==> src/tdm_line_pkg.sv <==
// shared constants and carrier types for the tdm line interface
package tdm_line_pkg;
    // apb register byte offsets
    localparam logic [7:0] TX_CTRL_TWO_OFS = 8'h00;
    localparam logic [7:0] TX_CONFIG_OFS = 8'h04;
    localparam logic [7:0] RX_CTRL_TWO_OFS = 8'h08;
    localparam logic [7:0] RX_CONFIG_OFS = 8'h0C;
    localparam logic [7:0] TX_DATA_OFS = 8'h10;
    localparam logic [7:0] RX_DATA_OFS = 8'h14;
    localparam logic [7:0] STATUS_OFS = 8'h18;
    // field positions
    localparam int TX_FRAME_PULSE_DIR_BIT = 0;
    localparam int TX_LINE_MODE_SEL_BIT = 1;
    localparam int TX_LAUNCH_EDGE_SEL_BIT = 2;
    localparam int TX_LINE_CLOCK_SRC_BIT = 6;
    localparam int DIAG_LOOPBACK_EN_BIT = 0;
    localparam int RX_LINE_MODE_SEL_BIT = 1;
    localparam int RX_SAMPLE_EDGE_SEL_BIT = 2;
    localparam int T1_E1_SEL_BIT = 0;
    // reset values
    localparam logic [7:0] CTRL_RESET = 8'h00;
    // frame geometry
    localparam int T1_FRAME_BITS = 193;
    localparam int E1_FRAME_BITS = 256;
    localparam logic [4:0] E1_TS0 = 5'h00;
    localparam logic [4:0] E1_TS16 = 5'h10;
    // system clock is half the input clock, divided by eight: toggle every 8 input cycles
    localparam int DIAG_CLK_HALF_CYCLES = 8;

    typedef struct packed {
        logic line_clock;
        logic data;
        logic frame_pulse;
    } line_s;

    typedef struct packed {
        logic frame_pulse_mode;
        logic is_e1;
        logic edge_sel;
    } lane_cfg_s;
endpackage

==> src/tdm_edge_sync.sv <==
// two-flop synchroniser of line pins plus active-edge detection
`timescale 1ns/1ps
`default_nettype none
module tdm_edge_sync (
    // clock and reset
    input wire logic i_clk,
    input wire logic i_rst,
    // line side
    input wire tdm_line_pkg::line_s i_line,
    input wire logic i_edge_sel,
    // synchronised outputs
    output logic o_tick,
    output logic o_data,
    output logic o_frame_pulse
);
    tdm_line_pkg::line_s meta_q;
    tdm_line_pkg::line_s sync_q;
    logic clk_last_q;
    always_ff @(posedge i_clk) begin
        if (i_rst) begin
            meta_q <= '0;
            sync_q <= '0;
            clk_last_q <= 1'b0;
        end else begin
            meta_q <= i_line;
            sync_q <= meta_q;
            clk_last_q <= sync_q.line_clock;
        end
    end
    // edge_sel high selects the falling edge
    wire rise = sync_q.line_clock & ~clk_last_q;
    wire fall = ~sync_q.line_clock & clk_last_q;
    assign o_tick = i_edge_sel ? fall : rise;
    assign o_data = sync_q.data;
    assign o_frame_pulse = sync_q.frame_pulse;
endmodule
`default_nettype wire

==> src/tdm_slot_counter.sv <==
// frame position counter: marks positions that carry no cell bits
`timescale 1ns/1ps
`default_nettype none
module tdm_slot_counter (
    // clock and reset
    input wire logic i_clk,
    input wire logic i_rst,
    // control
    input wire tdm_line_pkg::lane_cfg_s i_cfg,
    input wire logic i_tick,
    input wire logic i_frame_pulse,
    // result
    output logic o_skip
);
    logic [7:0] pos_q;
    logic [7:0] pos_d;
    // the e1 pulse marks bit 0, so the pulsed position is itself bit 0
    wire [7:0] cur_pos = i_frame_pulse ? 8'h00 : pos_q;
    wire [4:0] slot = cur_pos[7:3];
    wire e1_skip = (slot == tdm_line_pkg::E1_TS0) || (slot == tdm_line_pkg::E1_TS16);
    // t1 excludes only the pulse position; e1 excludes ts0 and ts16
    assign o_skip = i_cfg.frame_pulse_mode &
                    (i_cfg.is_e1 ? e1_skip : i_frame_pulse);
    always_comb begin
        pos_d = pos_q;
        if (i_tick) begin
            pos_d = cur_pos + 8'h01;
        end
    end
    always_ff @(posedge i_clk) begin
        if (i_rst) begin
            pos_q <= 8'h00;
        end else begin
            pos_q <= pos_d;
        end
    end
endmodule
`default_nettype wire

==> src/tdm_line_if.sv <==
// tdm line interface: apb registers, octet serialiser and deserialiser
// Summary of operation
// RULE1: tx control bit picks gapped clock or clock plus frame pulse operation.
// RULE2: tx frame-pulse mode sends no cell bits at t1 pulse or e1 ts0/ts16.
// RULE3: e1 pulse marks frame bit 0; ts0 and ts16 counted from it.
// RULE4: tx config bit chooses t1 or e1 framing.
// RULE5: tx octets aligned to byte positions counted from the frame pulse.
// RULE6: clear e1 transmit sends a cell bit on every active clock edge.
// RULE7: direction bit selects driving or accepting the tx frame pulse.
// RULE8: control bit selects tx launch edge, opposite to framer sampling.
// RULE9: octets go out msb first, lsb eighth.
// RULE10: fractional t1 gapped mode: framer gaps clock over overhead and idle channels.
// RULE11: fractional t1 pulse mode: framer pulses over unused positions; no internal pulse.
// RULE12: fractional e1 uses gapped clock only; pulse mode unsupported.
// RULE13: control bit selects framer clock or system clock divided by eight.
// RULE14: rx frame-pulse mode discards t1 pulse bits or e1 ts0/ts16 bits.
// RULE15: rx config bit selects t1/e1; without pulse mode every edge is data.
// RULE16: clear e1 receive ignores the pulse input and samples every edge.
// RULE17: control bit selects rx sampling edge, opposite to the launcher.
// RULE18: loopback takes rx clock, data and pulse from the local transmitter.
// RULE19: in loopback software matches rx mode to tx and opposes the edges.
// RULE20: fractional t1 rx pulse mode: framer pulses over unused positions.
// RULE21: fractional e1 receive uses gapped clock; rx pulse mode unsupported.
// RULE22: rx counter and assembler advance only on active non-excluded edges.
//
// Decided for this implementation: register access over APB and the placing of the registers.
`timescale 1ns/1ps
`default_nettype none
module tdm_line_if (
    // clock and reset
    input wire logic i_clk,
    input wire logic i_rst,
    // apb slave
    input wire logic i_psel,
    input wire logic i_penable,
    input wire logic i_pwrite,
    input wire logic [7:0] i_paddr,
    input wire logic [31:0] i_pwdata,
    output logic [31:0] o_prdata,
    output logic o_pready,
    output logic o_pslverr,
    // transmit line
    input wire logic i_tx_line_clock,
    input wire logic i_tx_frame_pulse,
    output logic o_tx_line_clock,
    output logic o_tx_data,
    output logic o_tx_frame_pulse,
    output logic o_tx_frame_pulse_oe_n,
    // receive line
    input wire tdm_line_pkg::line_s i_rx_line
);
    // registers
    logic [7:0] tx_ctrl_two_q;
    logic [7:0] tx_config_q;
    logic [7:0] rx_ctrl_two_q;
    logic [7:0] rx_config_q;
    logic [7:0] tx_hold_q;
    logic tx_hold_full_q;
    logic [7:0] rx_hold_q;
    logic rx_hold_full_q;
    logic rx_overrun_q;
    logic rx_fresh_q;
    logic tx_underrun_q;
    // transmit datapath
    logic [7:0] tx_shift_q;
    logic [2:0] tx_bit_q;
    logic tx_data_q;
    logic tx_fp_q;
    logic [2:0] div_cnt_q;
    logic diag_clk_q;
    logic [7:0] tx_pos_q;
    // receive datapath
    logic [7:0] rx_shift_q;
    logic [2:0] rx_bit_q;

    wire tx_line_mode_sel = tx_ctrl_two_q[tdm_line_pkg::TX_LINE_MODE_SEL_BIT];
    wire tx_frame_pulse_dir = tx_ctrl_two_q[tdm_line_pkg::TX_FRAME_PULSE_DIR_BIT];
    wire tx_launch_edge_sel = tx_ctrl_two_q[tdm_line_pkg::TX_LAUNCH_EDGE_SEL_BIT];
    wire tx_line_clock_src = tx_ctrl_two_q[tdm_line_pkg::TX_LINE_CLOCK_SRC_BIT];
    wire tx_t1_e1_sel = tx_config_q[tdm_line_pkg::T1_E1_SEL_BIT];
    wire diag_loopback_en = rx_ctrl_two_q[tdm_line_pkg::DIAG_LOOPBACK_EN_BIT];
    wire rx_line_mode_sel = rx_ctrl_two_q[tdm_line_pkg::RX_LINE_MODE_SEL_BIT];
    wire rx_sample_edge_sel = rx_ctrl_two_q[tdm_line_pkg::RX_SAMPLE_EDGE_SEL_BIT];
    wire rx_t1_e1_sel = rx_config_q[tdm_line_pkg::T1_E1_SEL_BIT];

    // apb decode: zero wait states, unmapped offsets answer pslverr
    // read data is latched in the setup cycle so that it stands at the ready edge
    wire access = i_psel & i_penable;
    wire wr = access & i_pwrite;
    wire rd = access & ~i_pwrite;
    wire setup_rd = i_psel & ~i_penable & ~i_pwrite;
    wire hit_txc = (i_paddr == tdm_line_pkg::TX_CTRL_TWO_OFS);
    wire hit_txf = (i_paddr == tdm_line_pkg::TX_CONFIG_OFS);
    wire hit_rxc = (i_paddr == tdm_line_pkg::RX_CTRL_TWO_OFS);
    wire hit_rxf = (i_paddr == tdm_line_pkg::RX_CONFIG_OFS);
    wire hit_txd = (i_paddr == tdm_line_pkg::TX_DATA_OFS);
    wire hit_rxd = (i_paddr == tdm_line_pkg::RX_DATA_OFS);
    wire hit_sts = (i_paddr == tdm_line_pkg::STATUS_OFS);
    wire mapped = hit_txc | hit_txf | hit_rxc | hit_rxf | hit_txd | hit_rxd | hit_sts;
    assign o_pready = 1'b1;
    assign o_pslverr = access & ~mapped;
    wire [31:0] status_word = {28'h0000000, tx_underrun_q, rx_overrun_q,
                               rx_hold_full_q, ~tx_hold_full_q};
    wire [7:0] reg_mux = hit_txc ? tx_ctrl_two_q :
                         hit_txf ? tx_config_q :
                         hit_rxc ? rx_ctrl_two_q :
                         hit_rxf ? rx_config_q :
                         hit_rxd ? rx_hold_q : 8'h00;
    wire [31:0] rd_word = hit_sts ? status_word : {24'h000000, reg_mux};

    // diagnostic clock: input clock halved then divided by eight
    wire div_wrap = (div_cnt_q == 3'(tdm_line_pkg::DIAG_CLK_HALF_CYCLES - 1));
    always_ff @(posedge i_clk) begin
        if (i_rst) begin
            div_cnt_q <= 3'h0;
            diag_clk_q <= 1'b0;
        end else begin
            div_cnt_q <= div_cnt_q + 3'h1;
            if (div_wrap) begin
                diag_clk_q <= ~diag_clk_q; // see RULE13
            end
        end
    end

    // transmit clock: framer pin, or internal clock taken straight into the edge detector
    tdm_line_pkg::line_s tx_pins;
    assign tx_pins.line_clock = i_tx_line_clock;
    assign tx_pins.data = 1'b0;
    assign tx_pins.frame_pulse = i_tx_frame_pulse;
    logic ext_tick;
    logic ext_fp;
    tdm_edge_sync u_tx_sync (
        .i_clk(i_clk),
        .i_rst(i_rst),
        .i_line(tx_pins),
        .i_edge_sel(tx_launch_edge_sel),
        .o_tick(ext_tick),
        .o_data(),
        .o_frame_pulse(ext_fp)
    );
    logic diag_last_q;
    always_ff @(posedge i_clk) begin
        if (i_rst) begin
            diag_last_q <= 1'b0;
        end else begin
            diag_last_q <= diag_clk_q;
        end
    end
    wire diag_rise = diag_clk_q & ~diag_last_q;
    wire diag_fall = ~diag_clk_q & diag_last_q;
    wire diag_tick = tx_launch_edge_sel ? diag_fall : diag_rise;
    wire tx_tick = tx_line_clock_src ? diag_tick : ext_tick; // see RULE13 RULE8

    // own frame pulse when sourced here; framer pulse otherwise
    wire own_wrap = tx_t1_e1_sel ?
        (tx_pos_q == 8'(tdm_line_pkg::E1_FRAME_BITS - 1)) :
        (tx_pos_q == 8'(tdm_line_pkg::T1_FRAME_BITS - 1));
    wire own_fp = (tx_pos_q == 8'h00);
    wire tx_fp_now = tx_frame_pulse_dir ? own_fp : ext_fp; // see RULE7
    always_ff @(posedge i_clk) begin
        if (i_rst) begin
            tx_pos_q <= 8'h00;
        end else if (tx_tick) begin
            tx_pos_q <= own_wrap ? 8'h00 : tx_pos_q + 8'h01;
        end
    end

    tdm_line_pkg::lane_cfg_s tx_cfg;
    assign tx_cfg.frame_pulse_mode = tx_line_mode_sel; // see RULE1 RULE6 RULE12
    assign tx_cfg.is_e1 = tx_t1_e1_sel; // see RULE4
    assign tx_cfg.edge_sel = tx_launch_edge_sel;
    logic tx_skip;
    tdm_slot_counter u_tx_slot (
        .i_clk(i_clk),
        .i_rst(i_rst),
        .i_cfg(tx_cfg),
        .i_tick(tx_tick),
        .i_frame_pulse(tx_fp_now),
        .o_skip(tx_skip)
    );

    // idle octets advance the bit counter too, so a late write still lands on a byte position
    wire tx_byte_start = (tx_bit_q == 3'h0);
    wire tx_send = tx_tick & ~tx_skip; // see RULE2 RULE3
    wire tx_load = tx_send & tx_byte_start & tx_hold_full_q; // see RULE5
    always_ff @(posedge i_clk) begin
        if (i_rst) begin
            tx_shift_q <= 8'h00;
            tx_bit_q <= 3'h0;
            tx_data_q <= 1'b0;
            tx_fp_q <= 1'b0;
        end else if (tx_tick) begin
            tx_fp_q <= tx_fp_now;
            if (!tx_send) begin
                // idle fill in an excluded slot; the pulse position restarts the octet
                tx_data_q <= 1'b1;
                if (tx_fp_now) begin
                    tx_bit_q <= 3'h0; // see RULE5
                end
            end else if (tx_byte_start) begin
                tx_data_q <= tx_load ? tx_hold_q[7] : 1'b1; // see RULE9
                tx_shift_q <= tx_load ? {tx_hold_q[6:0], 1'b1} : 8'hFF;
                tx_bit_q <= 3'h1;
            end else begin
                tx_data_q <= tx_shift_q[7]; // see RULE9
                tx_shift_q <= {tx_shift_q[6:0], 1'b1};
                tx_bit_q <= tx_bit_q + 3'h1;
            end
        end
    end
    wire tx_underrun_ev = tx_send & tx_byte_start & ~tx_hold_full_q;

    assign o_tx_data = tx_data_q;
    assign o_tx_frame_pulse = tx_fp_q;
    assign o_tx_frame_pulse_oe_n = ~tx_frame_pulse_dir; // see RULE7
    assign o_tx_line_clock = diag_clk_q;

    // receive: loopback substitutes the local transmit signals
    tdm_line_pkg::line_s loop_line;
    assign loop_line.line_clock = tx_line_clock_src ? diag_clk_q : i_tx_line_clock;
    assign loop_line.data = tx_data_q;
    assign loop_line.frame_pulse = tx_fp_q;
    wire tdm_line_pkg::line_s rx_src = diag_loopback_en ? loop_line : i_rx_line; // see RULE18
    logic rx_tick;
    logic rx_bit;
    logic rx_fp;
    tdm_edge_sync u_rx_sync (
        .i_clk(i_clk),
        .i_rst(i_rst),
        .i_line(rx_src),
        .i_edge_sel(rx_sample_edge_sel), // see RULE17
        .o_tick(rx_tick),
        .o_data(rx_bit),
        .o_frame_pulse(rx_fp)
    );
    tdm_line_pkg::lane_cfg_s rx_cfg;
    assign rx_cfg.frame_pulse_mode = rx_line_mode_sel; // see RULE14 RULE16 RULE21
    assign rx_cfg.is_e1 = rx_t1_e1_sel; // see RULE15
    assign rx_cfg.edge_sel = rx_sample_edge_sel;
    logic rx_skip;
    tdm_slot_counter u_rx_slot (
        .i_clk(i_clk),
        .i_rst(i_rst),
        .i_cfg(rx_cfg),
        .i_tick(rx_tick),
        .i_frame_pulse(rx_fp),
        .o_skip(rx_skip)
    );
    wire rx_take = rx_tick & ~rx_skip; // see RULE22
    wire rx_octet_done = rx_take & (rx_bit_q == 3'h7);
    always_ff @(posedge i_clk) begin
        if (i_rst) begin
            rx_shift_q <= 8'h00;
            rx_bit_q <= 3'h0;
        end else if (rx_take) begin
            rx_shift_q <= {rx_shift_q[6:0], rx_bit}; // see RULE22
            rx_bit_q <= rx_bit_q + 3'h1;
        end
    end

    // register writes; hardware sets win over software clears
    always_ff @(posedge i_clk) begin
        if (i_rst) begin
            tx_ctrl_two_q <= tdm_line_pkg::CTRL_RESET;
            tx_config_q <= tdm_line_pkg::CTRL_RESET;
            rx_ctrl_two_q <= tdm_line_pkg::CTRL_RESET;
            rx_config_q <= tdm_line_pkg::CTRL_RESET;
            tx_hold_q <= 8'h00;
            tx_hold_full_q <= 1'b0;
            rx_hold_q <= 8'h00;
            rx_hold_full_q <= 1'b0;
            rx_overrun_q <= 1'b0;
            tx_underrun_q <= 1'b0;
            rx_fresh_q <= 1'b0;
            o_prdata <= 32'h00000000;
        end else begin
            if (wr && hit_txc) tx_ctrl_two_q <= i_pwdata[7:0];
            if (wr && hit_txf) tx_config_q <= i_pwdata[7:0];
            if (wr && hit_rxc) rx_ctrl_two_q <= i_pwdata[7:0];
            if (wr && hit_rxf) rx_config_q <= i_pwdata[7:0];
            if (wr && hit_txd && !tx_hold_full_q) begin
                tx_hold_q <= i_pwdata[7:0];
                tx_hold_full_q <= 1'b1;
            end else if (tx_load) begin
                tx_hold_full_q <= 1'b0;
            end
            if (rx_octet_done) begin
                rx_hold_q <= {rx_shift_q[6:0], rx_bit};
                rx_hold_full_q <= 1'b1;
            end else if (rd && hit_rxd && !rx_fresh_q) begin
                // a byte landing at the setup edge was not the one read, so it stays
                rx_hold_full_q <= 1'b0;
            end
            rx_fresh_q <= rx_octet_done;
            if (rx_octet_done && rx_hold_full_q && !(rd && hit_rxd)) begin
                rx_overrun_q <= 1'b1;
            end else if (wr && hit_sts && i_pwdata[2]) begin
                rx_overrun_q <= 1'b0;
            end
            if (tx_underrun_ev) begin
                tx_underrun_q <= 1'b1;
            end else if (wr && hit_sts && i_pwdata[3]) begin
                tx_underrun_q <= 1'b0;
            end
            if (setup_rd) o_prdata <= rd_word;
        end
    end

    // checks
    property p_tx_skip_idle;
        @(posedge i_clk) disable iff (i_rst)
        (tx_tick && tx_skip) |=> (o_tx_data == 1'b1);
    endproperty
    a_tx_skip_idle: assert property (p_tx_skip_idle) else $error("cell bit sent in excluded slot"); // see RULE2
    property p_tx_msb_first;
        @(posedge i_clk) disable iff (i_rst)
        tx_load |=> (o_tx_data == $past(tx_hold_q[7]));
    endproperty
    a_tx_msb_first: assert property (p_tx_msb_first) else $error("octet not msb first"); // see RULE9
    property p_tx_align;
        @(posedge i_clk) disable iff (i_rst)
        (tx_tick && tx_skip && tx_fp_now) |=> (tx_bit_q == 3'h0);
    endproperty
    a_tx_align: assert property (p_tx_align) else $error("octet load off byte boundary"); // see RULE5
    property p_clear_no_skip;
        @(posedge i_clk) disable iff (i_rst)
        !tx_line_mode_sel |-> !tx_skip;
    endproperty
    a_clear_no_skip: assert property (p_clear_no_skip) else $error("gapped mode skipped a bit"); // see RULE6 RULE1
    property p_fp_dir;
        @(posedge i_clk) disable iff (i_rst)
        o_tx_frame_pulse_oe_n == !tx_ctrl_two_q[0];
    endproperty
    a_fp_dir: assert property (p_fp_dir) else $error("frame pulse direction wrong"); // see RULE7
    property p_rx_no_skip;
        @(posedge i_clk) disable iff (i_rst)
        !rx_line_mode_sel |-> !rx_skip;
    endproperty
    a_rx_no_skip: assert property (p_rx_no_skip) else $error("rx dropped bit in gapped mode"); // see RULE15 RULE16
    property p_rx_hold;
        @(posedge i_clk) disable iff (i_rst)
        (rx_tick && rx_skip) |=> $stable(rx_bit_q) && $stable(rx_shift_q);
    endproperty
    a_rx_hold: assert property (p_rx_hold) else $error("rx advanced on excluded bit"); // see RULE14 RULE22
    property p_diag_period;
        @(posedge i_clk) disable iff (i_rst)
        $rose(diag_clk_q) |=> diag_clk_q [*7] ##1 !diag_clk_q;
    endproperty
    a_diag_period: assert property (p_diag_period) else $error("diag clock period wrong"); // see RULE13
endmodule
`default_nettype wire

==> config.mk <==
export PLATFORM = sky130hd
export DESIGN_NAME = tdm_line_if
export DESIGN_NICKNAME = d
export VERILOG_FILES = /design/src/tdm_line_pkg.sv /design/src/tdm_edge_sync.sv /design/src/tdm_slot_counter.sv /design/src/tdm_line_if.sv
export SDC_FILE = /design/constraint.sdc
export NUM_CORES = 1
export LEC_CHECK = 0
export BUFFER_PORTS_ARGS = -buffer_cell sky130_fd_sc_hd__buf_4
export CAP_MARGIN = 10
export CORE_ASPECT_RATIO = 0.7
export CORE_MARGIN = 1
export CORE_UTILIZATION = 40
export DETAILED_ROUTE_END_ITERATION = 10
export HOLD_SLACK_MARGIN = 0.15
export PLACE_DENSITY_LB_ADDON = 0.1
export RECOVER_POWER = 50
export SKIP_LAST_GASP = 1
export SYNTH_ARGS = -nofsm -noshare
export SYNTH_HDL_FRONTEND = slang
export SYNTH_SLANG_ARGS = --single-unit
==> constraint.sdc <==
create_clock -name i_clk -period 2.05 [get_ports i_clk]
set_input_delay 0.1025 -clock i_clk [delete_from_list [all_inputs] [get_ports i_clk]]
set_output_delay 0.1025 -clock i_clk [all_outputs]
set_load 0.01 [all_outputs]
==> out/metrics.cfg, run 1 <==
[global_routing]
antenna_found_initial = 0
gr-usage-met1 = 0.289
overflow = 0
grt_max_degree = 117
grt_util_met2 = 0.288
grt_pass1_wl_um = 22200
grt_pass1_vias = 4288
grt_usage = 0.198
busiest_layer = met1
use_met3 = 0.0463

[cts]
clk_latency_ns = 0.41
clkTransAtPathRegs_ns = 0.06
cts_sinks = 123
cts_root_buf = clkbuf_16
cts_tree = built
htreeDepth = 4
max-clock-path-buffers = 2
cts_buffers = 17

[power]
peakVddDrop_uv = 618
power.share.sequential = 0.414
p_int_mw = 4.65
p_clk_frac = 0.528
combPwrFrac = 0.058
p_leak_nw = 2.81
power_density_mw_per_mm2 = 864
swShare = 0.213
power.switching_mw = 1.26

[floorplanning]
fp.dieW_um = 144
die_area_sq_mm = 0.0147
num_rows = 35
start_util = 0.420
ios = 88
coreArea_sq_mm = 0.0135
die_y_um = 102

[routing]
totalWireLength_um = 13700
vias = 4602
wl_per_cell_um = 15.1
drc_errors = 0
via_per_inst = 5.07
first_iter_violations = 292
drt_pass1_iterations = 5
ant_nets = 0

[setup_path]
path_class = register to register
cp_top_family = simple AND/OR/NAND/NOR gates
cp-end-kind = register
crit_buf_inv = 0
cpMaxStageDelayCell = dfxtp_2
r2r-start = tx_pos_q[5]
crit_path_start_kind = register
crit_path_start = tx_pos_q[5]
path_depth = 9
crit_fanout = 4
worstPathRequired_ns = 2.38
critPathArrivalTime_ns = 2.25
crit_path_max_incr_delay_ns = 0.34
ff2ff_path_depth = 9
crit_chain = nor4_4 > a41o_1 > nor2_2 > ha_2 > and3_4 > and3_1 > o21ai_1 > nand2_1 > a21oi_2

[sta]
max_clock_freq_mhz = 521
period_minus_slack_ns = 1.92
relSlewSlack = 0.532
finalHoldViolations = 0
maxSlewViolCount = 0
tightest_slew_ns = 0.699
min_period_over_period = 0.937
clock-skew-final_ns = 0.0135
worst_slack_ns = 0.130
setup_viol = 0

[outcome]
outcome = finished clean

[layout]
fin_util = 0.508
antenna_cells = 0
drive_gt1_frac = 0.139
final_net_count = 769
syn2layout_area_growth_pct = 20.8

[yosys]
ys_ff_latch = 123
synth_ff_type = dfxtp_1
synth.largest_area_cell = dfxtp_1
synth_edf_count = 0
async_flop_share = 0
synth.most_common_cell = dfxtp_1
synth_area_per_cell_sq_um = 8.79
netlist.area_leader.share = 0.435
netlist-cell-type-count = 61
ys_top_cells_by_count = dfxtp_1, nor2_1, mux2i_1
synthCells = 645
syn_area_sq_mm = 0.00567
yosysWarningCount = 0
ys_seq_area_frac = 0.435
synth_top_cells_by_area = dfxtp_1, mux2i_1, nor2_1

[hold_path]
hold_start = i_rst
hold_depth = 3
hp-class = input port to register

[place]
dp_slack_ns = 0.0499
place_congestion = 0.788
port_buffers = 38
dpl.hpwl_um = 9290

[run]
maxCapViolCount = 0

[cells by family (layout without fill, tap and decap cells)]
group           Yosys count  in the layout  synth area share
fa+ha+maj                10             10            0.0221
flops                   123            123             0.435
other cells               2             25           0.00133
buf+inv                  80            134            0.0724
xor+xnor                  9              9            0.0139
compound gates          134            134             0.156
mux                      53             53            0.0963
simple gates            234            234             0.203
[state kept, by name, summed over array words and instances, names as in the netlist, 2 cells and up]
signal,cells
u_rx_sync.meta_q,3
tx_pos_q,8
u_tx_slot.pos_q,7
rx_ctrl_two_q,8
rx_hold_q,8
rx_shift_q,7
tx_config_q,8
o_prdata,8
u_rx_slot.pos_q,7
tx_bit_q,3
u_tx_sync.meta_q,2
tx_hold_q,8
rx_config_q,8
rx_bit_q,3
div_cnt_q,3
tx_ctrl_two_q,8
tx_shift_q,8
[worst reg2reg max path, cell delays in order, from the launching register on]
cell	delay, ns
dfxtp_2	0.34
nor4_4	0.30
a41o_1	0.31
nor2_2	0.05
ha_2	0.19
and3_4	0.19
and3_1	0.19
o21ai_1	0.11
nand2_1	0.07
a21oi_2	0.11
[layout by cell type (no fill, tap or decap), drive strengths merged, types with 3 or more instances in the layout]
| cell type | Yosys | final |
|---|---|---|
| nand4 | 4 | 4 |
| mux2i | 50 | 50 |
| buf | 39 | 42 |
| o21bai | 7 | 7 |
| nor2 | 97 | 97 |
| clkbuf | 19 | 48 |
| o211ai | 4 | 4 |
| xor2 | 7 | 7 |
| or3 | 4 | 4 |
| nor3 | 11 | 11 |
| ha | 10 | 10 |
| or2 | 3 | 3 |
| inv | 21 | 21 |
| nand2b | 4 | 4 |
| bufinv | 0 | 4 |
| conb | 2 | 25 |
| nand3 | 12 | 12 |
| o21ai | 35 | 35 |
| or4 | 4 | 4 |
| nor4 | 4 | 4 |
| a21oi | 43 | 43 |
| clkinv | 1 | 5 |
| o2bb2ai | 4 | 4 |
| dlygate4sd3 | 0 | 14 |
| a22oi | 9 | 9 |
| o22ai | 3 | 3 |
| nand3b | 3 | 3 |
| nand2 | 46 | 46 |
| dfxtp | 123 | 123 |
| o31ai | 3 | 3 |
| a211oi | 14 | 14 |
| nor2b | 23 | 23 |
| nand4b | 4 | 4 |
| and3 | 10 | 10 |
[final cells by class]
type | instances | area [sq um]
multi-input combinational | 465 | 2880
sequential | 123 | 2460
tap | 185 | 231
timing repair buffer | 80 | 571
clock inverter | 8 | 140
inverter | 22 | 82.6
fill | 1297 | 6640
clock buffer | 24 | 472
[power by group through the flow]
stage,Combinational [mW],Clock [mW],Sequential [mW]
3_5_place_dp,0.325,0,2.50
3_3_place_gp,0.320,0,2.50
4_1_cts,0.348,3.18,2.45
2_1_floorplan,0.236,0,2.49
6_report,0.343,3.12,2.45
5_1_grt,0.381,3.30,2.45
[final timing paths]
check	slack [ns]	endpoint
max	0.13	u_tx_slot.pos_q[6]
min	0.17	o_prdata[7]
max reg2reg	0.13	u_tx_slot.pos_q[6]
min reg2reg	0.43	u_rx_sync.o_frame_pulse
[per-layer routing]
layer	vias up	wire length [um]
met3	6	698
met2	110	5710
met4	0	123
met5	-	0
met1	2158	7190
li1	2328	-
[metrics by stage]
step                      setup TNS (ns)  hold slack, ns  power [mW]  instance area [sq um]  std cells
after global placement                 0           0.321        2.82                   6150        859
after floorplan                        0           0.231        2.73                   5750        668
final                                  0           0.175        5.91                   6850        907
after global routing             -0.0181           0.180        6.13                   6850        907
after CTS                              0           0.169        5.98                   6900        905
after detailed placement               0           0.323        2.82                   6150        859
[what timing repair did]
action                     4_1_cts  5_1_grt
buffers inserted                 0        2
hold buffers                    14        0
hold endpoints to repair        48        0
setup endpoints to repair        0        1
resized for setup                0        8
(Power assumes the default switching activity.)
==> run 2: changes to the inputs <==
- REMOVE_ABC_BUFFERS: unset -> 1
- clock period: 2.05 -> 1.9 ns (I/O delays scaled with it)
==> run 2 against run 1 <==
  * Worst setup slack got worse by 0.10 ns
  * Maximum frequency rose by 2.5%
  * Count of clock-buffer cells in the layout fell by 4
  * Final cell count rose by 1.7%
  * Largest power group unchanged
  * Critical path type unchanged
  * Critical endpoint unchanged
  * Power rose by 11%
  * Wire length rose by 2.8%
  * Via count rose by 2.7%
  * Clock skew barely moved
  * Critical path depth did not move
==> out/metrics.cfg, run 2 (synthesis results as in run 1) <==
[layout]
final_cell_mix = dfxtp_1, nor2_1, buf_4
antenna_cells = 0  ; unchanged
syn2layout_area_growth_pct = 24.7
fin_util = 0.524  ; +0.0165
final_area_sq_mm = 0.00707  ; +3.3%
drive_gt1_frac = 0.179  ; +0.0406
fill_cells = 1274  ; -1.8%
mostFrequentLayoutCell = dfxtp_1
final_net_count = 784  ; +2.0%

[place]
dpl.hpwl_um = 9870  ; +6.3%
place_area_sq_mm = 0.00623  ; +1.3%
port_buffers = 38  ; unchanged
dp_slack_ns = -0.230  ; -0.280 ns
place_congestion = 0.854  ; +8.4%

[routing]
drt_pass1_iterations = 7  ; +2
ant_nets = 0  ; unchanged
drc_errors = 0  ; unchanged
first_iter_violations = 260  ; -11%
vias = 4724  ; +2.7%
wl_per_cell_um = 15.3  ; +1.1%
totalWireLength_um = 14100  ; +2.8%
via_per_inst = 5.12  ; +0.98%

[global_routing]
grt_util_met2 = 0.301  ; +0.0126
grt_pass1_vias = 4510  ; +5.2%
gr-usage-met1 = 0.301  ; +0.0116
grt_max_degree = 78  ; -33%
grt_pass1_wl_um = 23100  ; +4.0%
antenna_found_initial = 0  ; unchanged
busiest_layer = met2
use_met3 = 0.0572  ; +0.0109
overflow = 0  ; unchanged
grt_usage = 0.209  ; +0.0113

[sta]
tightest_slew_ns = 0.788  ; +0.0883 ns
finalHoldViolations = 0  ; unchanged
worst_slack_ns = 0.0266  ; -0.103 ns
relSlewSlack = 0.475  ; -0.0571
hold_slack_ns = 0.187  ; +0.0126 ns
maxSlewViolCount = 0  ; unchanged
period_minus_slack_ns = 1.87  ; -0.0470 ns
clock-skew-final_ns = 0.0138  ; +0.000249 ns
min_period_over_period = 0.986  ; +0.0492
rsz0062_at_grt = yes
setup_viol = 0  ; unchanged
max_clock_freq_mhz = 534  ; +2.5%

[cts]
clk_latency_ns = 0.42  ; about the same
htreeDepth = 4  ; unchanged
max-clock-path-buffers = 2  ; unchanged
cts_root_buf = clkbuf_16
cts_tree = built
cts_buffers = 17  ; unchanged
clkTransAtPathRegs_ns = 0.06  ; about the same
cts_sinks = 123  ; unchanged

[power]
power_density_mw_per_mm2 = 927  ; +7.4%
p_leak_nw = 2.93  ; +4.2%
fin_total_pwr_mw = 6.55  ; +11%
peakVddDrop_uv = 643  ; +4.0%

[floorplanning]
num_rows = 35  ; unchanged
start_util = 0.420  ; unchanged
die_area_sq_mm = 0.0147  ; unchanged
die_y_um = 102  ; unchanged
fp.dieW_um = 144  ; unchanged
coreArea_sq_mm = 0.0135  ; unchanged
ios = 88  ; unchanged

[setup_path]
endpoint = u_tx_slot.pos_q[6]
path_class = register to register
critPathArrivalTime_ns = 2.22  ; -0.03 ns
rr_endpoint = u_tx_slot.pos_q[6]
r2r-start = tx_pos_q[2]
cp-end-kind = register
reg2reg_slack_ns = 0.03  ; -0.10 ns
ff2ff_path_depth = 9  ; unchanged
worstPathRequired_ns = 2.24  ; -0.14 ns
crit_path_start_kind = register
crit_path_start = tx_pos_q[2]
crit_fanout = 3  ; -1

[outcome]
outcome = finished clean

[run]
maxCapViolCount = 0  ; unchanged

[hold_path]
hp-class = input port to register

run 2: worst max-delay path: stages, from the launching register on:
cell and delay [ns]:
dfxtp_2 0.33, nor4_4 0.31, a41o_1 0.26, nor2_1 0.07
ha_2 0.19, and3_4 0.18, and3_4 0.18, o21ai_2 0.11
nand2_1 0.07, a21oi_2 0.10
run 2: layer usage:
metal,wire length [um],vias to the layer above
met5,0,-
met2,5650,142
met4,204,0
li1,-,2354
met3,822,18
met1,7420,2210
run 2: how the worst min path moves through the flow:
stage,start,end,depth (start not counted)
floorplan,i_rst,div_cnt_q[0],1
global placement,i_tx_frame_pulse,u_tx_sync.meta_q[0],2
detailed placement,i_tx_frame_pulse,u_tx_sync.meta_q[0],2
CTS,i_paddr[5],o_prdata[4],5
global route,i_paddr[4],o_prdata[3],3
finish,i_paddr[4],o_prdata[3],3
run 2: final cells by class:
cell class | count | area (sq um) | share of cell area
clock inverters | 12 | 195 | 0.0276
flip-flops and latches | 123 | 2470 | 0.349
inverters | 22 | 82.6 | 0.0117
multi-input cells | 465 | 2910 | 0.411
well taps | 185 | 231 | 0.0327
repair buffers | 95 | 734 | 0.104
clock buffers | 20 | 447 | 0.0632
run 2: where the power goes:
group / leakage [nW] / switching [mW] / internal, mW
Clock: 0.314 / 1.17 / 2.36
Combinational: 1.62 / 0.231 / 0.158
Sequential: 0.998 / 0.0200 / 2.62
Total: 2.93 / 1.42 / 5.13
run 2: repair_timing:
item | CTS | global route
hold buffers | 15 | 0
pin swaps | 3 | 5
setup endpoints to repair | 2 | 14
endpoints found under the hold margin | 59 | 0
resized for setup | 9 | 7
buffers inserted | 2 | 5
run 2: metrics by stage:
stage / setup TNS [ns] / cells
after detailed placement: -0.363 / 868
after floorplan: -3.49 / 610
after CTS: -0.00819 / 917
after global placement: -0.179 / 868
final: 0 / 922
after global routing: -0.198 / 922
